**config.mk**
```make
export PLATFORM = sky130hd
export DESIGN_NAME = ufdc_fifo_dma_control
export DESIGN_NICKNAME = d
export VERILOG_FILES = /design/src/hw/ufdc_pkg.sv /design/src/hw/ufdc_fifo_dma_control.sv
export VERILOG_INCLUDE_DIRS = /design/src /design/src/hw
export SDC_FILE = /design/constraint.sdc
export NUM_CORES = 1
export LEC_CHECK = 0
export BUFFER_PORTS_ARGS = -buffer_cell sky130_fd_sc_hd__buf_2
export CORE_UTILIZATION = 55
export CTS_CLUSTER_SIZE = 28
export DETAILED_ROUTE_END_ITERATION = 12
export PLACE_DENSITY = 0.71
export RECOVER_POWER = 25
export SYNTH_ARGS = -nofsm -noshare
export SYNTH_HDL_FRONTEND = slang
export SYNTH_SLANG_ARGS = --single-unit
export TNS_END_PERCENT = 30
```
**constraint.sdc**
```tcl
create_clock -name core_clk -period 8.85 [get_ports core_clk]
set_input_delay 0.885 -clock core_clk [delete_from_list [all_inputs] [get_ports core_clk]]
set_output_delay 0.885 -clock core_clk [all_outputs]
set_load 0.02 [all_outputs]
```
**src/hw/ufdc_cfg.svh**
```systemverilog
// Constants for the FIFO control and DMA ready block.
`ifndef UFDC_CFG_SVH
`define UFDC_CFG_SVH
`define UFDC_DEPTH         7'd64
`define UFDC_HOLD_DEPTH    7'd1
`define UFDC_FC_RESET      8'h00
`define UFDC_FC_SELFCLR    8'hf9
`define UFDC_LS_RESET      8'h60
`define UFDC_FC_EN         0
`define UFDC_FC_RXCLR      1
`define UFDC_FC_TXCLR      2
`define UFDC_FC_DMA        3
`define UFDC_FC_TXTRIG_LO  4
`define UFDC_FC_TXTRIG_HI  5
`define UFDC_FC_RXTRIG_LO  6
`define UFDC_FC_RXTRIG_HI  7
`define UFDC_RXTRIG_0      7'd8
`define UFDC_RXTRIG_1      7'd16
`define UFDC_RXTRIG_2      7'd56
`define UFDC_RXTRIG_3      7'd60
`define UFDC_TXTRIG_0      7'd8
`define UFDC_TXTRIG_1      7'd16
`define UFDC_TXTRIG_2      7'd32
`define UFDC_TXTRIG_3      7'd56
`define UFDC_ISR_NONE      6'h01
`define UFDC_ISR_RXDATA    6'h04
`define UFDC_ISR_RXTOUT    6'h0c
`define UFDC_ISR_TXEMPTY   6'h02
`endif

```
**src/hw/ufdc_pkg.sv**
```systemverilog
// Types shared by the FIFO control and DMA ready block.
`default_nettype none
package ufdc_pkg;
  typedef logic [6:0] ufdc_count_t;
  typedef logic [5:0] ufdc_ptr_t;
  typedef logic [7:0] ufdc_byte_t;
  typedef logic [2:0] ufdc_err_t;
  typedef enum logic {ufdc_dma_single, ufdc_dma_block} ufdc_dma_mode_e;
endpackage : ufdc_pkg
`default_nettype wire

```
**src/hw/ufdc_fifo_dma_control.sv**
```systemverilog
// FIFO control, trigger levels, DMA ready pins and status for one UART channel.
//
// Overview of operation
// - With FIFOs and receive interrupt on, interrupt while receive count reaches trigger.
// - Receive trigger status code in interrupt_source clears together with the interrupt.
// - line_status bit 0 sets when a character enters receive FIFO, clears when empty.
// - FIFOs on and interrupt_mask bits 0-3 clear gives polled mode.
// - line_status bits 1 to 4 report receive errors of the received data.
// - line_status bits 5,6,7: transmit FIFO empty, transmitter idle, any FIFO error.
// - fifo_control bit 3 selects DMA mode 0 (reset) or block mode 1.
// - Mode 0: tx_ready_n low while transmit side empty; interrupt per single transfer.
// - Mode 0: rx_ready_n low whenever the receive holding register holds a character.
// - Mode 0: tx_ready_n low while transmit side empty, high after first load.
// - Mode 0: rx_ready_n low while any receive character held, high when none.
// - Mode 1: transmit interrupt while count below trigger; tx_ready_n low if space.
// - Mode 1: tx_ready_n high when transmit FIFO full, low otherwise.
// - Mode 1: receive interrupt at trigger; FIFO keeps filling until full.
// - Mode 1: rx_ready_n stays low while fill is above the trigger level.
// - Mode 1: rx_ready_n falls at trigger or time-out, rises only when empty.
// - Receive trigger field bits 7-6 set the receive interrupt threshold.
// - Transmit trigger field bits 5-4; in mode 1, interrupt when transmit count below level.
// - Writing fifo_control bit 2 flushes the transmit FIFO; bit self-clears.
// - Writing fifo_control bit 1 flushes the receive FIFO; bit self-clears.
// - fifo_control bit 0 enables FIFOs; 0 is single-character holding mode.
// - Other fifo_control bits are programmed only when bit 0 is written 1.
// - Receive trigger codes select 8, 16, 56 or 60 characters.
// - Transmit trigger codes select 8, 16, 32 or 56 characters.
`timescale 1ns/1ps
`default_nettype none
`include "ufdc_cfg.svh"

module ufdc_fifo_dma_control (
  // Clock and reset
  input  wire logic              core_clk,
  input  wire logic              sys_rst,
  // Host register side
  input  wire logic              fc_wr,
  input  wire ufdc_pkg::ufdc_byte_t fc_wdata,
  input  wire logic [3:0]        interrupt_mask,
  input  wire logic              host_wr_thr,
  input  wire ufdc_pkg::ufdc_byte_t host_wdata,
  input  wire logic              host_rd_rhr,
  input  wire logic              host_rd_lsr,
  output logic [7:0]             fifo_control,
  output ufdc_pkg::ufdc_byte_t   host_rdata,
  output logic [7:0]             line_status,
  output logic [7:0]             interrupt_source,
  output logic                   rx_int,
  output logic                   tx_int,
  // DMA ready pins
  output logic                   tx_ready_n,
  output logic                   rx_ready_n,
  // Receive shifter side
  input  wire logic              rx_push,
  input  wire ufdc_pkg::ufdc_byte_t rx_char,
  input  wire ufdc_pkg::ufdc_err_t rx_err,
  input  wire logic              rx_timeout,
  // Transmit shifter side
  input  wire logic              tx_pop,
  input  wire logic              tx_shift_empty,
  output logic                   tx_avail,
  output ufdc_pkg::ufdc_byte_t   tx_data,
  // Fill levels
  output ufdc_pkg::ufdc_count_t  rx_count,
  output ufdc_pkg::ufdc_count_t  tx_count
);
  import ufdc_pkg::*;

  function automatic ufdc_count_t step_count(input ufdc_count_t cnt, input logic up, input logic down);
    step_count = cnt;
    if (up && !down) begin
      step_count = cnt + 7'd1;
    end else if (down && !up) begin
      step_count = cnt - 7'd1;
    end
  endfunction : step_count

  function automatic ufdc_count_t rx_level(input logic [1:0] sel);
    unique case (sel)
      2'b00: rx_level = `UFDC_RXTRIG_0;
      2'b01: rx_level = `UFDC_RXTRIG_1;
      2'b10: rx_level = `UFDC_RXTRIG_2;
      2'b11: rx_level = `UFDC_RXTRIG_3;
    endcase
  endfunction : rx_level

  function automatic ufdc_count_t tx_level(input logic [1:0] sel);
    unique case (sel)
      2'b00: tx_level = `UFDC_TXTRIG_0;
      2'b01: tx_level = `UFDC_TXTRIG_1;
      2'b10: tx_level = `UFDC_TXTRIG_2;
      2'b11: tx_level = `UFDC_TXTRIG_3;
    endcase
  endfunction : tx_level

  // Priority is time-out, then receive trigger, then transmit; line status is not produced here.
  function automatic logic [5:0] isr_pick(input logic tout, input logic rx_req, input logic tx_req);
    if (tout) begin
      isr_pick = `UFDC_ISR_RXTOUT;
    end else if (rx_req) begin
      isr_pick = `UFDC_ISR_RXDATA;
    end else if (tx_req) begin
      isr_pick = `UFDC_ISR_TXEMPTY;
    end else begin
      isr_pick = `UFDC_ISR_NONE;
    end
  endfunction : isr_pick

  // Storage; memory words carry no reset, only the registers around them do.
  ufdc_byte_t     tx_mem [0:63];
  // Each receive word keeps its three error flags beside the character.
  logic [10:0]    rx_mem [0:63];

  ufdc_ptr_t      rx_wp;
  ufdc_ptr_t      rx_rp;
  ufdc_ptr_t      tx_wp;
  ufdc_ptr_t      tx_rp;
  ufdc_count_t    rx_errs;
  logic           overrun;

  ufdc_ptr_t      next_rx_wp;
  ufdc_ptr_t      next_rx_rp;
  ufdc_ptr_t      next_tx_wp;
  ufdc_ptr_t      next_tx_rp;
  ufdc_count_t    next_rx_count;
  ufdc_count_t    next_tx_count;
  ufdc_count_t    next_rx_errs;
  logic           next_overrun;
  logic [7:0]     next_fifo_control;
  ufdc_byte_t     next_host_rdata;
  ufdc_byte_t     next_tx_data;
  logic [7:0]     next_line_status;
  logic [7:0]     next_interrupt_source;
  logic           next_rx_int;
  logic           next_tx_int;
  logic           next_tx_ready_n;
  logic           next_rx_ready_n;

  logic           fifo_en;
  ufdc_dma_mode_e dma_mode;
  logic           block_mode;
  ufdc_count_t    capacity;
  ufdc_count_t    rx_trig;
  ufdc_count_t    tx_trig;
  logic           rx_clr;
  logic           tx_clr;
  logic           rx_we;
  logic           rx_re;
  logic           tx_we;
  logic           tx_re;
  logic           rx_full;
  logic           tx_full;
  logic           tx_low;
  logic           rx_has;
  logic           rx_at_trig;
  logic           rx_tout;
  ufdc_err_t      head_err;
  logic [5:0]     isr_code;

  assign fifo_en    = fifo_control[`UFDC_FC_EN];
  assign dma_mode   = fifo_control[`UFDC_FC_DMA] ? ufdc_dma_block : ufdc_dma_single;
  // Block mode only exists with the FIFOs on; holding mode always signals per character.
  assign block_mode = fifo_en && (dma_mode == ufdc_dma_block);
  assign capacity   = fifo_en ? `UFDC_DEPTH : `UFDC_HOLD_DEPTH;
  assign rx_trig    = rx_level(fifo_control[`UFDC_FC_RXTRIG_HI:`UFDC_FC_RXTRIG_LO]);
  assign tx_trig    = tx_level(fifo_control[`UFDC_FC_TXTRIG_HI:`UFDC_FC_TXTRIG_LO]);
  assign rx_has     = (rx_count != 7'd0);
  assign rx_full    = (rx_count >= capacity);
  assign tx_full    = (tx_count >= capacity);
  assign tx_low     = (tx_count < tx_trig);
  assign rx_at_trig = (rx_count >= rx_trig);
  assign rx_tout    = rx_timeout && rx_has;
  assign head_err   = rx_has ? rx_mem[rx_rp][10:8] : 3'h0;
  assign tx_avail   = (tx_count != 7'd0);

  // Control register write and flush requests.
  // Leaving FIFO mode flushes both sides, since holding mode keeps one character only.
  always_comb begin
    next_fifo_control = fifo_control;
    rx_clr = 1'b0;
    tx_clr = 1'b0;
    if (fc_wr) begin
      if (fc_wdata[`UFDC_FC_EN]) begin
        next_fifo_control = fc_wdata & `UFDC_FC_SELFCLR;
        // Turning the FIFOs on from holding mode also starts from empty.
        rx_clr = fc_wdata[`UFDC_FC_RXCLR] || !fifo_en;
        tx_clr = fc_wdata[`UFDC_FC_TXCLR] || !fifo_en;
      end else begin
        next_fifo_control[`UFDC_FC_EN] = 1'b0;
        rx_clr = fifo_en;
        tx_clr = fifo_en;
      end
    end
  end

  // FIFO pointers, fill counts and the words handed to each side.
  always_comb begin
    // A flush in the same cycle as a push or pop wins, so no stale entry survives.
    rx_we = rx_push && !rx_full && !rx_clr;
    rx_re = host_rd_rhr && rx_has && !rx_clr;
    tx_we = host_wr_thr && !tx_full && !tx_clr;
    tx_re = tx_pop && tx_avail && !tx_clr;
    next_rx_wp    = rx_clr ? 6'h00 : (rx_we ? rx_wp + 6'h01 : rx_wp);
    next_rx_rp    = rx_clr ? 6'h00 : (rx_re ? rx_rp + 6'h01 : rx_rp);
    next_tx_wp    = tx_clr ? 6'h00 : (tx_we ? tx_wp + 6'h01 : tx_wp);
    next_tx_rp    = tx_clr ? 6'h00 : (tx_re ? tx_rp + 6'h01 : tx_rp);
    next_rx_count = rx_clr ? 7'd0 : step_count(rx_count, rx_we, rx_re);
    next_tx_count = tx_clr ? 7'd0 : step_count(tx_count, tx_we, tx_re);
    next_rx_errs  = rx_clr ? 7'd0 : step_count(rx_errs, rx_we && (rx_err != 3'h0), rx_re && (head_err != 3'h0));
    // Overrun set wins over a clearing status read in the same cycle.
    next_overrun  = (rx_push && rx_full && !rx_clr) || (overrun && !host_rd_lsr);
    next_host_rdata = rx_re ? rx_mem[rx_rp][7:0] : host_rdata;
    next_tx_data    = tx_re ? tx_mem[tx_rp] : tx_data;
  end

  // Status, interrupts and DMA ready pins, all one clock behind the counts.
  always_comb begin
    next_rx_int = interrupt_mask[0] && (fifo_en ? rx_at_trig : rx_has);
    next_tx_int = interrupt_mask[1] && (block_mode ? tx_low : !tx_avail);
    isr_code    = isr_pick(interrupt_mask[0] && fifo_en && rx_tout, next_rx_int, next_tx_int);
    next_interrupt_source = {fifo_en, fifo_en, isr_code};
    // These bits are valid whatever the mask holds, which is what makes polling work.
    next_line_status[0]   = rx_has;
    next_line_status[1]   = overrun;
    next_line_status[4:2] = head_err;
    next_line_status[5]   = !tx_avail;
    next_line_status[6]   = !tx_avail && tx_shift_empty;
    next_line_status[7]   = fifo_en && (rx_errs != 7'd0);
    if (block_mode) begin
      next_tx_ready_n = (tx_count == `UFDC_DEPTH);
      // Held low from trigger or time-out until drained, so it stays low above the level.
      next_rx_ready_n = !(rx_has && (rx_at_trig || rx_tout || !rx_ready_n));
    end else begin
      next_tx_ready_n = tx_avail;
      next_rx_ready_n = !rx_has;
    end
  end

  // Each memory has one write port; reads go through the registered head capture.
  always_ff @(posedge core_clk) begin
    if (rx_we) begin
      rx_mem[rx_wp] <= {rx_err, rx_char};
    end
  end

  always_ff @(posedge core_clk) begin
    if (tx_we) begin
      tx_mem[tx_wp] <= host_wdata;
    end
  end

  // The control register is its own group, so a FIFO flush never touches its fields.
  always_ff @(posedge core_clk or posedge sys_rst) begin
    if (sys_rst) begin
      fifo_control <= `UFDC_FC_RESET;
    end else begin
      fifo_control <= next_fifo_control;
    end
  end

  always_ff @(posedge core_clk or posedge sys_rst) begin
    if (sys_rst) begin
      rx_wp            <= 6'h00;
      rx_rp            <= 6'h00;
      tx_wp            <= 6'h00;
      tx_rp            <= 6'h00;
      rx_count         <= 7'd0;
      tx_count         <= 7'd0;
      rx_errs          <= 7'd0;
      overrun          <= 1'b0;
      host_rdata       <= 8'h00;
      tx_data          <= 8'h00;
    end else begin
      rx_wp            <= next_rx_wp;
      rx_rp            <= next_rx_rp;
      tx_wp            <= next_tx_wp;
      tx_rp            <= next_tx_rp;
      rx_count         <= next_rx_count;
      tx_count         <= next_tx_count;
      rx_errs          <= next_rx_errs;
      overrun          <= next_overrun;
      host_rdata       <= next_host_rdata;
      tx_data          <= next_tx_data;
    end
  end

  // Status and pins reset to idle: transmitter ready, receiver not ready.
  always_ff @(posedge core_clk or posedge sys_rst) begin
    if (sys_rst) begin
      line_status      <= `UFDC_LS_RESET;
      interrupt_source <= {2'b00, `UFDC_ISR_NONE};
      rx_int           <= 1'b0;
      tx_int           <= 1'b0;
      tx_ready_n       <= 1'b0;
      rx_ready_n       <= 1'b1;
    end else begin
      line_status      <= next_line_status;
      interrupt_source <= next_interrupt_source;
      rx_int           <= next_rx_int;
      tx_int           <= next_tx_int;
      tx_ready_n       <= next_tx_ready_n;
      rx_ready_n       <= next_rx_ready_n;
    end
  end

endmodule : ufdc_fifo_dma_control
`default_nettype wire

```
==> impl_metrics.json <==
{
  "endpoint": "rx_errs[6]",
  "cts_resized": 0,
  "yosysUniqueCellTypes": 77,
  "p_per_area_nw_per_um2": 281,
  "synth_compound_area_share_pct": 1.39,
  "gp_congestion": 0.860,
  "nNetsFinal": 2630,
  "vias": 24262,
  "path_buf_inv": 1,
  "synth_adder_area_share_pct": 0.894,
  "crit_top_cell": "o21ai_0",
  "ys_seq_area_share_pct": 75.0,
  "cts_sinks": 1301,
  "grt_max_degree": 123,
  "crit_chain": "buf_12 -> mux4_2 -> a22oi_1 -> nand4_1 -> a32o_1 -> a21oi_4 -> a21oi_2 -> ha_1 -> nor2b_1 -> o21ai_0 -> a21boi_0 -> o21ai_0 -> a21oi_1 -> a31o_2 -> o21ai_0 -> nor3b_1",
  "grt_pass1_vias": 25140,
  "cap_violations": 17,
  "violations": "capacitance limit, slew limit",
  "synth_ff_type": "edfxtp_1",
  "io_buffers": 93,
  "dieArea_um2": 94900,
  "cts_max_level": 4,
  "power_leakage_nw": 18.1,
  "synth_top_cell_by_area": "edfxtp_1",
  "antenna_found_initial": 1,
  "clk_latency_ns": 0.72,
  "netlist_area_um2": 51500,
  "syn_inst": 2410,
  "track_usage_pct": 23.8,
  "die_y_um": 308,
  "rr_worst_depth": 16,
  "synthMuxAreaShare_pct": 17.5,
  "cts_tree": "built",
  "drt-initial-drc-count": 2531,
  "avgSynthCellArea_um2": 21.4,
  "synthDominantCellAreaShare_pct": 70.9,
  "synthXorXnorAreaFrac_pct": 0.627,
  "power_frac_seq_pct": 44.7,
  "drtAntennaViolNets": 0,
  "critPathMaxStageDelay_ns": 1.06,
  "cts_setup_buffers": 0,
  "synth_area_leaders": "edfxtp_1 (71%), mux4_2 (16%), dfrtp_1 (3.9%), nor2_1 (1.4%), ha_1 (0.78%)",
  "reg2reg_slack_ns": 3.32,
  "clkTransAtPathRegs_ns": 0.06,
  "yosys.cell_count.top_type": "edfxtp_1",
  "fin_crit_sh_pct": 62.5,
  "fin_tns_setup_ns": 0,
  "start_kind": "flop",
  "power.share.switching_pct": 27.2,
  "wl_per_cell_um": 28.2,
  "ios": 100,
  "syn_to_final_growth_pct": 11.3,
  "period_needed_ns": 5.53,
  "drive_above_1_share_pct": 28.0,
  "crit_cells": 16,
  "fp.coreArea_um2": 92200,
  "clockRootBuffer": "clkbuf_16",
  "path_delay_family": "compound AO/OA/AOI/OAI gates",
  "crit_type": "flop to flop",
  "ir_drop_uv": 248,
  "final-hold-violation-count": 0,
  "yosys.area_share.simple_pct": 3.12,
  "layout.cells.non_filler": 3898,
  "reg2reg_from": "rx_rp[0]",
  "via_per_inst": 6.22,
  "rsz0062_at_grt": "false",
  "dp.cells": 3664,
  "report.final.slew_viol_count": 1066,
  "synthArstFlopShare_pct": 6.53,
  "min_path_type": "primary input to flop",
  "synth_common_cells": "edfxtp_1 (1216), mux4_2 (373), nor2_1 (191), dfrtp_1 (81), clkbuf_1 (64)",
  "relSlewSlack_pct": -101,
  "status": "finished, violations left",
  "drc": 0,
  "worstSetupEndpointType": "flop",
  "arrival_ns": 6.15,
  "startpoint": "rx_rp[0]",
  "cts.path.max_buffers": 3,
  "worst_pin_slew_ns": 3.01,
  "intPower_mw": 11.7,
  "clock_skew_ns": 0.0309,
  "dpl.hpwl_um": 65500,
  "setup-violations-final": 0,
  "dr.pass1.iters": 5,
  "row_count": 111,
  "combPwrFrac_pct": 22.6,
  "cp_max_fo": 82,
  "fill_cells": 6227,
  "worst_r2r_endpoint": "rx_errs[6]",
  "grt_overflow": 0,
  "required_ns": 9.47,
  "grt_first_pass_wirelength_um": 164000,
  "max_freq_ghz": 0.181,
  "die_x_um": 308,
  "synth-edff-count": 1216,
  "yosysWarnings": 0,
  "slowest_stage": "dfrtp_4",
  "wirelength_um": 110000,
  "synth_top_family_by_area": "multiplexers",
  "start_util_pct": 55.9,
  "numCtsBuffers": 131,
  "clkPwrFrac_pct": 32.8,
  "p_switching_mw": 4.38,
  "hold_buffers": 0,
  "synth-seq-cells": 1301
}
==> layer usage <==
metal	up-vias	track usage [%]	routed length, µm
li1	10232	-	-
met1	12827	31.6	42400
met2	997	40.1	56900
met3	206	3.63	6950
met4	0	9.14	3630
met5	-	0	0
==> registers in the layout, indices dropped and copies added (netlist names), 5 cells and up <==
register and flops:
rx_mem 704, line_status 8, rx_count 7, tx_count 7, rx_rp 6, tx_rp 6, rx_wp 6, rx_errs 7
interrupt_source 5, tx_wp 6, fifo_control 6, tx_data 8, tx_mem 512, host_rdata 8
==> metrics by stage <==
step	total power, mW	instance area, µm²	hold WS, ns	util [%]	setup WS, ns
global placement	10.9	53300	0.363	57.8	3.38
finish	16.1	57300	0.371	62.2	3.32
global route	16.7	57300	0.372	62.2	2.89
detailed placement	11.0	53300	0.374	57.8	3.33
CTS	16.2	57400	0.254	62.2	3.29
floorplan	9.89	51500	0.354	-	4.63
==> power by group through the flow <==
stage	clock [mW]	combinational, mW	sequential, mW
after global routing	5.57	3.86	7.22
after CTS	5.34	3.69	7.19
after global placement	0	3.59	7.30
after floorplan	0	2.66	7.22
final	5.28	3.63	7.19
after detailed placement	0	3.67	7.31
==> cell usage in the layout, fill, tap and decap left out, types with 19 or more instances in the layout <==
master,Yosys,routed
edfxtp_1,1216,1216
mux4_2,373,373
nor2_1,191,186
clkbuf_16,0,131
buf_2,17,81
dfrtp_1,81,75
nand2_1,55,55
clkbuf_1,64,54
buf_4,11,38
mux2_2,35,35
ha_1,32,32
inv_1,30,29
clkinv_1,1,24
xnor2_1,22,22
mux2i_1,21,21
a21oi_1,20,20
nand3_1,19,19
==> worst register-to-register path, delay by kind of cell, from the launching register on <==
family / cells / cell delay, ns
and+or+nand+nor: 3 / 0.57
AOI/OAI and AO/OA: 10 / 2.22
DFF: 1 / 1.06
adders and majority gates: 1 / 0.36
muxes: 1 / 0.65
buffers and inverters: 1 / 0.59
==> kinds of logic (layout without fill, tap and decap cells) <==
family / Yosys count / in the layout
XOR/XNOR: 36 / 36
flip-flops: 1301 / 1301
other: 1 / 5
multiplexers: 429 / 429
AO/OA/AOI/OAI: 95 / 95
AND/OR/NAND/NOR: 351 / 351
buffers and inverters: 162 / 403
adder cells (fa/ha/maj): 35 / 35
==> worst min path at each step <==
stage	startpoint	to	slack (ns)	depth (start not counted)
2_1_floorplan	overrun	line_status[1]	0.35	0
3_3_place_gp	overrun	line_status[1]	0.36	0
3_5_place_dp	overrun	line_status[1]	0.37	0
4_1_cts	sys_rst	line_status[1]	0.25	2
5_1_grt	tx_shift_empty	line_status[6]	0.37	2
6_report	host_rd_lsr	overrun	0.37	2
==> cell type report <==
| type | instances | area [µm²] | area share (%) |
|---|---|---|---|
| well taps | 1243 | 1560 | 2.71 |
| repair buffers | 138 | 795 | 1.39 |
| flip-flops and latches | 1301 | 38700 | 67.4 |
| clock inverters | 59 | 558 | 0.973 |
| clock buffers | 174 | 3500 | 6.10 |
| inverters | 32 | 121 | 0.212 |
| multi-input cells | 950 | 12100 | 21.2 |
| diodes | 1 | 2.50 | 0.00436 |
Note: power is estimated with default switching activity, not from simulation.
